--- config.mk ---
export PLATFORM = sky130hd
export DESIGN_NAME = irq_prio_ctrl
export DESIGN_NICKNAME = d
export VERILOG_FILES = /design/src/irq_prio_pkg.sv /design/src/irq_prio_ctrl.sv
export SDC_FILE = /design/constraint.sdc
export NUM_CORES = 1
export LEC_CHECK = 0
export BUFFER_PORTS_ARGS = -buffer_cell sky130_fd_sc_hd__clkbuf_2
export CAP_MARGIN = 20
export CORE_MARGIN = 5
export CORE_UTILIZATION = 44
export CTS_BUF_LIST = sky130_fd_sc_hd__clkbuf_2 sky130_fd_sc_hd__clkbuf_4 sky130_fd_sc_hd__clkbuf_8
export DETAILED_ROUTE_END_ITERATION = 12
export PLACE_DENSITY = 0.7
export SLEW_MARGIN = 0
export SYNTH_ARGS = -nofsm -noshare
export SYNTH_HDL_FRONTEND = slang
export SYNTH_SLANG_ARGS = --single-unit
--- constraint.sdc ---
create_clock -name CLK -period 6.6 [get_ports CLK]
set_clock_uncertainty 0.05 [all_clocks]
set_input_delay 0.99 -clock CLK [delete_from_list [all_inputs] [get_ports CLK]]
set_output_delay 0.99 -clock CLK [all_outputs]
set_load 0.02 [all_outputs]
--- src/irq_prio_pkg.sv ---
// constants, register map and types of the interrupt enable and priority block
//
// Overview of operation
// - reset vector is 0000H, pin or power-on
// - external 0 to 0003H, external 1 to 0013H
// - timer 0 to 000BH, timer 1 to 001BH
// - uart and spi flags share vector 0023H
// - global enable bit 7 gates every source
// - enables: timer2 bit5, timer1 bit3, timer0 bit1
// - one serial enable, bit 4, for both
// - external 1 enable bit2, external 0 bit0
// - low priority bits 5..0, bits 7..6 unused
// - high priority bits use same layout
// - timer 2 low priority sits at bit 5
package irq_prio_pkg;

  // ************************************
  // register indices and byte addresses
  // ************************************
  localparam logic [7:0] IDX_ENABLE = 8'hA8;
  localparam logic [7:0] IDX_PRIO_HIGH = 8'hB7;
  localparam logic [7:0] IDX_PRIO_LOW = 8'hB8;
  localparam logic [7:0] IDX_EVT_STATUS = 8'hC0;
  localparam logic [7:0] IDX_EVT_MASK = 8'hC1;
  localparam logic [7:0] IDX_STATE = 8'hC2;
  localparam logic [11:0] ADR_ENABLE = {2'h0, IDX_ENABLE, 2'h0};
  localparam logic [11:0] ADR_PRIO_HIGH = {2'h0, IDX_PRIO_HIGH, 2'h0};
  localparam logic [11:0] ADR_PRIO_LOW = {2'h0, IDX_PRIO_LOW, 2'h0};
  localparam logic [11:0] ADR_EVT_STATUS = {2'h0, IDX_EVT_STATUS, 2'h0};
  localparam logic [11:0] ADR_EVT_MASK = {2'h0, IDX_EVT_MASK, 2'h0};
  localparam logic [11:0] ADR_STATE = {2'h0, IDX_STATE, 2'h0};

  // ************************************
  // field positions and reset values
  // ************************************
  localparam int NSRC = 6;
  localparam int BIT_GLOBAL_EN = 7;
  localparam int BIT_RESERVED = 6;
  localparam int BIT_TIMER2 = 5;
  localparam int BIT_SERIAL = 4;
  localparam int BIT_TIMER1 = 3;
  localparam int BIT_EXT1 = 2;
  localparam int BIT_TIMER0 = 1;
  localparam int BIT_EXT0 = 0;
  localparam logic [7:0] ENABLE_RESET = 8'h00;
  localparam logic [7:0] PRIO_HIGH_RESET = 8'h00;
  localparam logic [7:0] PRIO_LOW_RESET = 8'h00;
  localparam logic [5:0] SRC_FIELD_MASK = 6'h3F;

  // ************************************
  // vectors
  // ************************************
  localparam logic [15:0] VEC_RESET = 16'h0000;
  localparam logic [15:0] VEC_EXT0 = 16'h0003;
  localparam logic [15:0] VEC_TIMER0 = 16'h000B;
  localparam logic [15:0] VEC_EXT1 = 16'h0013;
  localparam logic [15:0] VEC_TIMER1 = 16'h001B;
  localparam logic [15:0] VEC_SERIAL = 16'h0023;
  localparam logic [15:0] VEC_TIMER2 = 16'h002B;

  // source slots in ascending vector order, which is also tie order
  typedef enum {SLOT_EXT0, SLOT_TIMER0, SLOT_EXT1, SLOT_TIMER1, SLOT_SERIAL,
                SLOT_TIMER2} slot_t;

endpackage

--- src/irq_prio_ctrl.sv ---
// interrupt enable, four-level priority and vector selection with wishbone registers
`timescale 1ns/1ps
module irq_prio_ctrl (
  input wire logic CLK, // system clock, 20 MHz
  input wire logic RST_B, // async reset, active low
  input wire logic [11:0] ADR_I, // wishbone byte address
  input wire logic [31:0] DAT_I, // wishbone write data
  output logic [31:0] DAT_O, // wishbone read data
  input wire logic WE_I, // wishbone write
  input wire logic [3:0] SEL_I, // wishbone byte lanes
  input wire logic CYC_I, // wishbone cycle
  input wire logic STB_I, // wishbone strobe
  output logic ACK_O, // wishbone acknowledge
  input wire logic EXT0_FLAG, // external interrupt 0 request
  input wire logic EXT1_FLAG, // external interrupt 1 request
  input wire logic TIMER0_OVF, // timer 0 overflow request
  input wire logic TIMER1_OVF, // timer 1 overflow request
  input wire logic TIMER2_FLAG, // timer 2 request
  input wire logic UART_RX_FLAG, // uart receive flag
  input wire logic UART_TX_FLAG, // uart transmit flag
  input wire logic SPI_DONE_FLAG, // spi transfer done flag
  input wire logic CORE_ACK, // core takes the vector, pulse
  input wire logic CORE_RETI, // core ends a service routine, pulse
  output logic IRQ_REQ, // request to the core, level
  output logic [15:0] IRQ_VECTOR, // vector address for the core
  output logic [1:0] IRQ_LEVEL, // level of the pending request
  output logic IRQ_OUT // event interrupt, level
);

  // ************************************
  // register file
  // ************************************
  logic [7:0] interrupt_enable_mask;
  logic [7:0] priority_high_reg;
  logic [7:0] priority_low_reg;
  logic [5:0] evt_status_reg;
  logic [5:0] evt_mask_reg;
  logic [3:0] in_service_reg;
  logic ack_reg;
  logic [31:0] dat_reg;
  logic req_reg;
  logic [15:0] vector_reg;
  logic [1:0] level_reg;
  logic [2:0] src_reg;
  logic irq_reg;

  logic bus_req;
  logic bus_wr;
  logic [2:0] wr_sel;
  logic [2:0] rd_sel;
  logic [5:0] raw_req;
  logic [5:0] live_req;
  logic win_valid;
  logic [2:0] win_src;
  logic [1:0] win_level;
  logic [15:0] win_vector;
  logic [2:0] cur_level;
  logic cur_busy;
  logic preempt_ok;
  logic [3:0] in_service_next;
  logic [5:0] evt_status_next;

  // 0 none, 1 enable, 2 prio high, 3 prio low, 4 status, 5 mask, 6 state
  function automatic logic [2:0] reg_sel(input logic [11:0] adr);
    if (adr == irq_prio_pkg::ADR_ENABLE) begin
      reg_sel = 3'h1;
    end else if (adr == irq_prio_pkg::ADR_PRIO_HIGH) begin
      reg_sel = 3'h2;
    end else if (adr == irq_prio_pkg::ADR_PRIO_LOW) begin
      reg_sel = 3'h3;
    end else if (adr == irq_prio_pkg::ADR_EVT_STATUS) begin
      reg_sel = 3'h4;
    end else if (adr == irq_prio_pkg::ADR_EVT_MASK) begin
      reg_sel = 3'h5;
    end else if (adr == irq_prio_pkg::ADR_STATE) begin
      reg_sel = 3'h6;
    end else begin
      reg_sel = 3'h0;
    end
  endfunction

  function automatic logic [15:0] slot_vector(input logic [2:0] s);
    case (s)
      3'h0: slot_vector = irq_prio_pkg::VEC_EXT0;
      3'h1: slot_vector = irq_prio_pkg::VEC_TIMER0;
      3'h2: slot_vector = irq_prio_pkg::VEC_EXT1;
      3'h3: slot_vector = irq_prio_pkg::VEC_TIMER1;
      3'h4: slot_vector = irq_prio_pkg::VEC_SERIAL;
      default: slot_vector = irq_prio_pkg::VEC_TIMER2;
    endcase
  endfunction

  // ************************************
  // wishbone slave
  // ************************************
  assign bus_req = CYC_I && STB_I;
  // a write lands on the edge where the master sees ack high
  assign bus_wr = bus_req && WE_I && ack_reg && SEL_I[0];
  assign wr_sel = reg_sel(ADR_I);
  assign rd_sel = reg_sel(ADR_I);

  always_ff @(posedge CLK or negedge RST_B) begin
    if (!RST_B) begin
      ack_reg <= 1'b0;
    end else begin
      ack_reg <= bus_req && !ack_reg;
    end
  end

  // unmapped addresses are acknowledged and read as zero
  always_ff @(posedge CLK or negedge RST_B) begin
    if (!RST_B) begin
      dat_reg <= 32'h0000_0000;
    end else if (bus_req && !ack_reg) begin
      case (rd_sel)
        3'h1: dat_reg <= {24'h0, interrupt_enable_mask};
        3'h2: dat_reg <= {26'h0, priority_high_reg[5:0]};
        3'h3: dat_reg <= {26'h0, priority_low_reg[5:0]};
        3'h4: dat_reg <= {26'h0, evt_status_reg};
        3'h5: dat_reg <= {26'h0, evt_mask_reg};
        3'h6: dat_reg <= {22'h0, raw_req, in_service_reg};
        default: dat_reg <= 32'h0000_0000;
      endcase
    end
  end

  // reserved bits are stored as zero whatever is written
  always_ff @(posedge CLK or negedge RST_B) begin
    if (!RST_B) begin
      interrupt_enable_mask <= irq_prio_pkg::ENABLE_RESET;
    end else if (bus_wr && wr_sel == 3'h1) begin
      interrupt_enable_mask <= DAT_I[7:0] & 8'hBF;
    end
  end

  always_ff @(posedge CLK or negedge RST_B) begin
    if (!RST_B) begin
      priority_high_reg <= irq_prio_pkg::PRIO_HIGH_RESET;
    end else if (bus_wr && wr_sel == 3'h2) begin
      priority_high_reg <= {2'h0, DAT_I[5:0]};
    end
  end

  always_ff @(posedge CLK or negedge RST_B) begin
    if (!RST_B) begin
      priority_low_reg <= irq_prio_pkg::PRIO_LOW_RESET;
    end else if (bus_wr && wr_sel == 3'h3) begin
      priority_low_reg <= {2'h0, DAT_I[5:0]};
    end
  end

  always_ff @(posedge CLK or negedge RST_B) begin
    if (!RST_B) begin
      evt_mask_reg <= 6'h00;
    end else if (bus_wr && wr_sel == 3'h5) begin
      evt_mask_reg <= DAT_I[5:0];
    end
  end

  // ************************************
  // request gathering and arbitration
  // ************************************
  assign raw_req[irq_prio_pkg::SLOT_EXT0] = EXT0_FLAG;
  assign raw_req[irq_prio_pkg::SLOT_TIMER0] = TIMER0_OVF;
  assign raw_req[irq_prio_pkg::SLOT_EXT1] = EXT1_FLAG;
  assign raw_req[irq_prio_pkg::SLOT_TIMER1] = TIMER1_OVF;
  // the handler must poll the three flags to find the cause
  assign raw_req[irq_prio_pkg::SLOT_SERIAL] =
    UART_RX_FLAG || UART_TX_FLAG || SPI_DONE_FLAG;
  assign raw_req[irq_prio_pkg::SLOT_TIMER2] = TIMER2_FLAG;

  // enable bits follow slot order, so slot n is gated by enable bit n
  always_comb begin
    live_req = 6'h00;
    if (interrupt_enable_mask[irq_prio_pkg::BIT_GLOBAL_EN]) begin
      live_req[0] = raw_req[0] && interrupt_enable_mask[irq_prio_pkg::BIT_EXT0];
      live_req[1] = raw_req[1] && interrupt_enable_mask[irq_prio_pkg::BIT_TIMER0];
      live_req[2] = raw_req[2] && interrupt_enable_mask[irq_prio_pkg::BIT_EXT1];
      live_req[3] = raw_req[3] && interrupt_enable_mask[irq_prio_pkg::BIT_TIMER1];
      live_req[4] = raw_req[4] && interrupt_enable_mask[irq_prio_pkg::BIT_SERIAL];
      live_req[5] = raw_req[5] && interrupt_enable_mask[irq_prio_pkg::BIT_TIMER2];
    end
  end

  logic [1:0] slot_level [6];

  // slot to register bit: ext0 0, timer0 1, ext1 2, timer1 3, serial 4, timer2 5
  localparam logic [17:0] SLOT_POS = 18'h2C688;
  genvar g;
  generate
    for (g = 0; g < irq_prio_pkg::NSRC; g++) begin : g_lvl
      assign slot_level[g] = {priority_high_reg[SLOT_POS[3*g +: 3]],
                              priority_low_reg[SLOT_POS[3*g +: 3]]};
    end
  endgenerate

  // highest level first, lowest vector wins a tie
  always_comb begin
    win_valid = 1'b0;
    win_src = 3'h0;
    win_level = 2'h0;
    for (int l = 3; l >= 0; l--) begin
      for (int s = 0; s < irq_prio_pkg::NSRC; s++) begin
        if (!win_valid && live_req[s] && slot_level[s] == 2'(l)) begin
          win_valid = 1'b1;
          win_src = 3'(s);
          win_level = 2'(l);
        end
      end
    end
  end

  assign win_vector = slot_vector(win_src);

  always_comb begin
    cur_busy = |in_service_reg;
    cur_level = 3'h0;
    for (int l = 0; l < 4; l++) begin
      if (in_service_reg[l]) begin
        cur_level = 3'(l);
      end
    end
  end

  // only a strictly higher level may interrupt a running service
  assign preempt_ok = !cur_busy || ({1'b0, win_level} > cur_level);

  // ************************************
  // core handshake
  // ************************************
  always_ff @(posedge CLK or negedge RST_B) begin
    if (!RST_B) begin
      req_reg <= 1'b0;
      vector_reg <= irq_prio_pkg::VEC_RESET;
      level_reg <= 2'h0;
      src_reg <= 3'h0;
    end else if (CORE_ACK && req_reg) begin
      req_reg <= 1'b0;
    end else begin
      req_reg <= win_valid && preempt_ok;
      if (win_valid && preempt_ok) begin
        vector_reg <= win_vector;
        level_reg <= win_level;
        src_reg <= win_src;
      end
    end
  end

  // reti retires the top level; a same-cycle ack then adds its own
  always_comb begin
    in_service_next = in_service_reg;
    if (CORE_RETI && cur_busy) begin
      in_service_next[cur_level[1:0]] = 1'b0;
    end
    if (CORE_ACK && req_reg) begin
      in_service_next[level_reg] = 1'b1;
    end
  end

  always_ff @(posedge CLK or negedge RST_B) begin
    if (!RST_B) begin
      in_service_reg <= 4'h0;
    end else begin
      in_service_reg <= in_service_next;
    end
  end

  // ************************************
  // event status and interrupt line
  // ************************************
  // a vector taken on the clearing cycle keeps its bit set
  always_comb begin
    evt_status_next = evt_status_reg;
    if (bus_wr && wr_sel == 3'h4) begin
      evt_status_next = evt_status_reg & ~DAT_I[5:0];
    end
    if (CORE_ACK && req_reg) begin
      evt_status_next[src_reg] = 1'b1;
    end
  end

  always_ff @(posedge CLK or negedge RST_B) begin
    if (!RST_B) begin
      evt_status_reg <= 6'h00;
      irq_reg <= 1'b0;
    end else begin
      evt_status_reg <= evt_status_next;
      irq_reg <= |(evt_status_next & evt_mask_reg);
    end
  end

  assign DAT_O = dat_reg;
  assign ACK_O = ack_reg;
  assign IRQ_REQ = req_reg;
  assign IRQ_VECTOR = vector_reg;
  assign IRQ_LEVEL = level_reg;
  assign IRQ_OUT = irq_reg;
endmodule

==> impl_metrics.ini <==
[yosys]
xor_xnor_cell_area_share_of_the_yosys_netlist = 0
combinational_family_with_the_most_area_after_synthesis = compound AO/OA/AOI/OAI gates
yosys.area_share.simple = 0.1811
synth_compound_area_frac = 0.2190
synthCells = 340
synth.ff_latch_count = 57
synth_edf_count = 0
yosys.cell_types.count = 58
synth.avg_cell_area_sq_um = 9.896
total_standard_cell_area_after_synthesis_sq_mm = 0.003364
yosysSeqAreaShare = 0.4239
multiplexer_share_of_the_synthesized_area = 0.06694
synthesized_area_fraction_occupied_by_adder_cells = 0.007438
ys.flop_type = sky130_fd_sc_hd__dfrtp_1
async_reset_ff_frac = 1.000
yosys_warnings = 0

[floorplan]
die_area_sq_mm = 0.009496
die_height_microns = 97.45
fp-row-count = 31
chipWidth_microns = 97.45
core_region_area_sq_mm = 0.007331
pin_count = 116
initial_utilization = 0.4590

[cts]
numClockSinks = 57
cts.root.buffer_cell = sky130_fd_sc_hd__clkbuf_8
cts_h_tree_lvls = 3
postCtsHoldBufs = 0
postCtsSetupRepairBufs = 0
clkLatencyLatePin_ns = 0.34
numCtsBuffers = 9
cts_tree = built
cts_max_path_buffers = 2
cts_repair_resize_count = 0
clkSlewWorstSetupHoldPaths_ns = 0.06

[drt]
first_iter_violations = 247
drc_errors = 0
postRouteAntennaNets = 0
via_per_inst = 5.766
dr.pass1.iters = 5
num_vias = 2889
drt-total-wl_microns = 9043
wl_per_cell_microns = 18.05

[finish]
postLayoutCoreUtil = 0.5201
final_layout_size_suffix_gt1_frac = 0.2587
largest_reg_flops = 10
areaGrowthSynthToFinish_pct = 13.31
finish.net_count = 462
final.fill_count = 678
antenna_diode_count = 0

[worst_setup_path]
critical_path.startpoint_type = input port
cp-end-kind = register
crit_path_max_fanout = 13
worstSetupPathType = input port to register
critPathRequiredTime_ns = 6.78
cp_data_arrival_time_ns = 4.30

[place]
port-buffer-count = 54
detailedPlacementHpwl_microns = 6889
finalWeightedCongestion = 0.8931

[power_and_ir_drop]
p_leak_nw = 1.868
power_uw = 751.8
cellPowerDensity_mw_per_mm2 = 197.2
max-vdd-ir-drop_mv = 0.1018

[timing]
timing.final.max_slew_violations = 0
final_min_period_over_clock_period = 0.6246
final-setup-viol-count = 0
fmax_mhz = 242.6
maxSlewHeadroom = 0.4454
final.setup.tns_ns = 0
grt_setup_unrepaired = no
hold_vio_cnt_final = 0
fin_worst_hold_slack_ns = 0.4216
period_minus_slack_ns = 4.122
worst_pin_slew_ns = 0.8189

[global_routing]
grt_first_pass_wirelength_microns = 14660
grt_remaining_overflow = 0
first_global_vias = 2832
grt_util_all_layers = 0.1937
grt_max_degree = 58
antenna_found_initial = 0

[hold_path]
holdCritPathClass = register to register

[outcome]
outcome = completed

[job]
drv_cap = 0
critical path, cell delays in order:
cell                        delay (ns)
sky130_fd_sc_hd__clkbuf_2         0.10
sky130_fd_sc_hd__o311ai_1         0.72
sky130_fd_sc_hd__nor2_1           0.16
sky130_fd_sc_hd__nor3_1           0.53
sky130_fd_sc_hd__nand2_1          0.21
sky130_fd_sc_hd__o21a_1           0.27
sky130_fd_sc_hd__ha_1             0.20
sky130_fd_sc_hd__nor2b_1          0.11
sky130_fd_sc_hd__a2bb2oi_1        0.16
sky130_fd_sc_hd__o21ai_0          0.14
sky130_fd_sc_hd__a41oi_1          0.18
sky130_fd_sc_hd__buf_4            0.21
sky130_fd_sc_hd__o311ai_1         0.17
sky130_fd_sc_hd__o21a_1           0.14
path summary, 6_finish.rpt:
| check | slack (ns) | depth (start not counted) | start | to |
|---|---|---|---|---|
| min | 0.42 | 2 | DAT_O[9]$_DFFE_PN0P_ | DAT_O[9]$_DFFE_PN0P_ |
| max | 2.48 | 14 | UART_TX_FLAG | IRQ_VECTOR[4]$_DFFE_PN0P_ |
| max reg2reg | 2.99 | 13 | interrupt_enable_mask[7]$_DFFE_PN0P_ | IRQ_VECTOR[4]$_DFFE_PN0P_ |
| max in group asynchronous | 5.26 | 2 | RST_B | interrupt_enable_mask[7]$_DFFE_PN0P_ |
| min reg2reg | 0.42 | 2 | DAT_O[9]$_DFFE_PN0P_ | DAT_O[9]$_DFFE_PN0P_ |
| min in group asynchronous | 0.73 | 2 | RST_B | IRQ_VECTOR[1]$_DFFE_PN0P_ |
cells in the mapped netlist, drive strengths merged (2+ instances only):
master | instances | area [sq um]
a32o | 2 | 20.02
or3b | 2 | 20.02
o311ai | 4 | 35.04
nand3 | 9 | 45.04
inv | 9 | 33.78
nor3b | 4 | 30.03
nor2 | 20 | 80.07
nand4 | 8 | 50.05
o211ai | 3 | 22.52
and4 | 3 | 26.28
o21a | 5 | 37.54
a211oi | 3 | 22.52
nor2b | 5 | 31.28
a21oi | 7 | 35.03
dfrtp | 57 | 1426
ha | 2 | 25.02
a41oi | 5 | 43.79
buf | 39 | 289.0
a21o | 7 | 52.55
and4b | 2 | 20.02
a22oi | 23 | 172.7
o2bb2ai | 5 | 43.79
nor4 | 6 | 58.80
or2 | 2 | 12.51
a22o | 2 | 17.52
clkbuf | 4 | 15.01
o2111ai | 2 | 17.52
o31ai | 2 | 15.01
mux2 | 20 | 225.2
nand2 | 29 | 116.4
nor3 | 7 | 51.30
o22ai | 3 | 18.77
nand4b | 2 | 17.52
a31oi | 9 | 56.30
a2bb2oi | 2 | 17.52
and3 | 2 | 12.51
o21ai | 13 | 65.06
cells by family (layout without fill, tap and decap cells):
family	count (synthesis)	in the layout
compound gates	102	102
fa+ha+maj	2	2
buf+inv	52	82
flops	57	57
mux	20	20
other cells	1	33
simple gates	106	106
placed cells by master, fill, tap and decap left out, types with 3 or more instances in the layout:
cell,count
sky130_fd_sc_hd__a211oi_1,3
sky130_fd_sc_hd__a21o_1,7
sky130_fd_sc_hd__a21oi_1,7
sky130_fd_sc_hd__a22oi_1,23
sky130_fd_sc_hd__a31oi_1,9
sky130_fd_sc_hd__a41oi_1,5
sky130_fd_sc_hd__and4_1,3
sky130_fd_sc_hd__buf_4,3
sky130_fd_sc_hd__clkbuf_2,54
sky130_fd_sc_hd__clkbuf_8,12
sky130_fd_sc_hd__conb_1,33
sky130_fd_sc_hd__dfrtp_1,57
sky130_fd_sc_hd__inv_1,9
sky130_fd_sc_hd__mux2_2,20
sky130_fd_sc_hd__nand2_1,28
sky130_fd_sc_hd__nand3_1,9
sky130_fd_sc_hd__nand4_1,8
sky130_fd_sc_hd__nor2_1,18
sky130_fd_sc_hd__nor2b_1,5
sky130_fd_sc_hd__nor3_1,5
sky130_fd_sc_hd__nor3b_1,4
sky130_fd_sc_hd__nor4_1,4
sky130_fd_sc_hd__o211ai_1,3
sky130_fd_sc_hd__o21a_1,5
sky130_fd_sc_hd__o21ai_0,13
sky130_fd_sc_hd__o22ai_1,3
sky130_fd_sc_hd__o2bb2ai_1,5
layer usage:
| metal | global-route usage | share of wire |
|---|---|---|
| met4 | 0.06496 | 0.016 |
| met5 | 0 | 0 |
| met3 | 0.04882 | 0.079 |
| met1 | 0.2564 | 0.44 |
| met2 | 0.3094 | 0.47 |
power breakdown:
group	switching [mW]	internal, mW	total (mW)
registers	0.000283	0.350	0.350
logic	0.0400	0.0103	0.0502
clock network	0.147	0.204	0.352
total	0.187	0.564	0.752
per-stage QoR:
step	instances	cell area, sq um	setup slack [ns]
floorplan	372	3485	3.020
detailed placement	485	3597	2.205
global placement	485	3597	2.230
global route	501	3812	2.230
finish	501	3812	2.478
CTS	501	3812	2.507
layout make-up:
| class | instances | area (sq um) | share of cell area |
|---|---|---|---|
| Tap cell | 99 | 123.9 | 0.03249 |
| Multi-Input combinational cell | 263 | 1720 | 0.4513 |
| Sequential cell | 57 | 1426 | 0.3741 |
| Clock buffer | 12 | 165.2 | 0.04332 |
| Inverter | 9 | 33.78 | 0.008861 |
| Clock inverter | 4 | 50.05 | 0.01313 |
| Timing Repair Buffer | 57 | 292.8 | 0.07680 |
(Power assumes the default switching activity.)
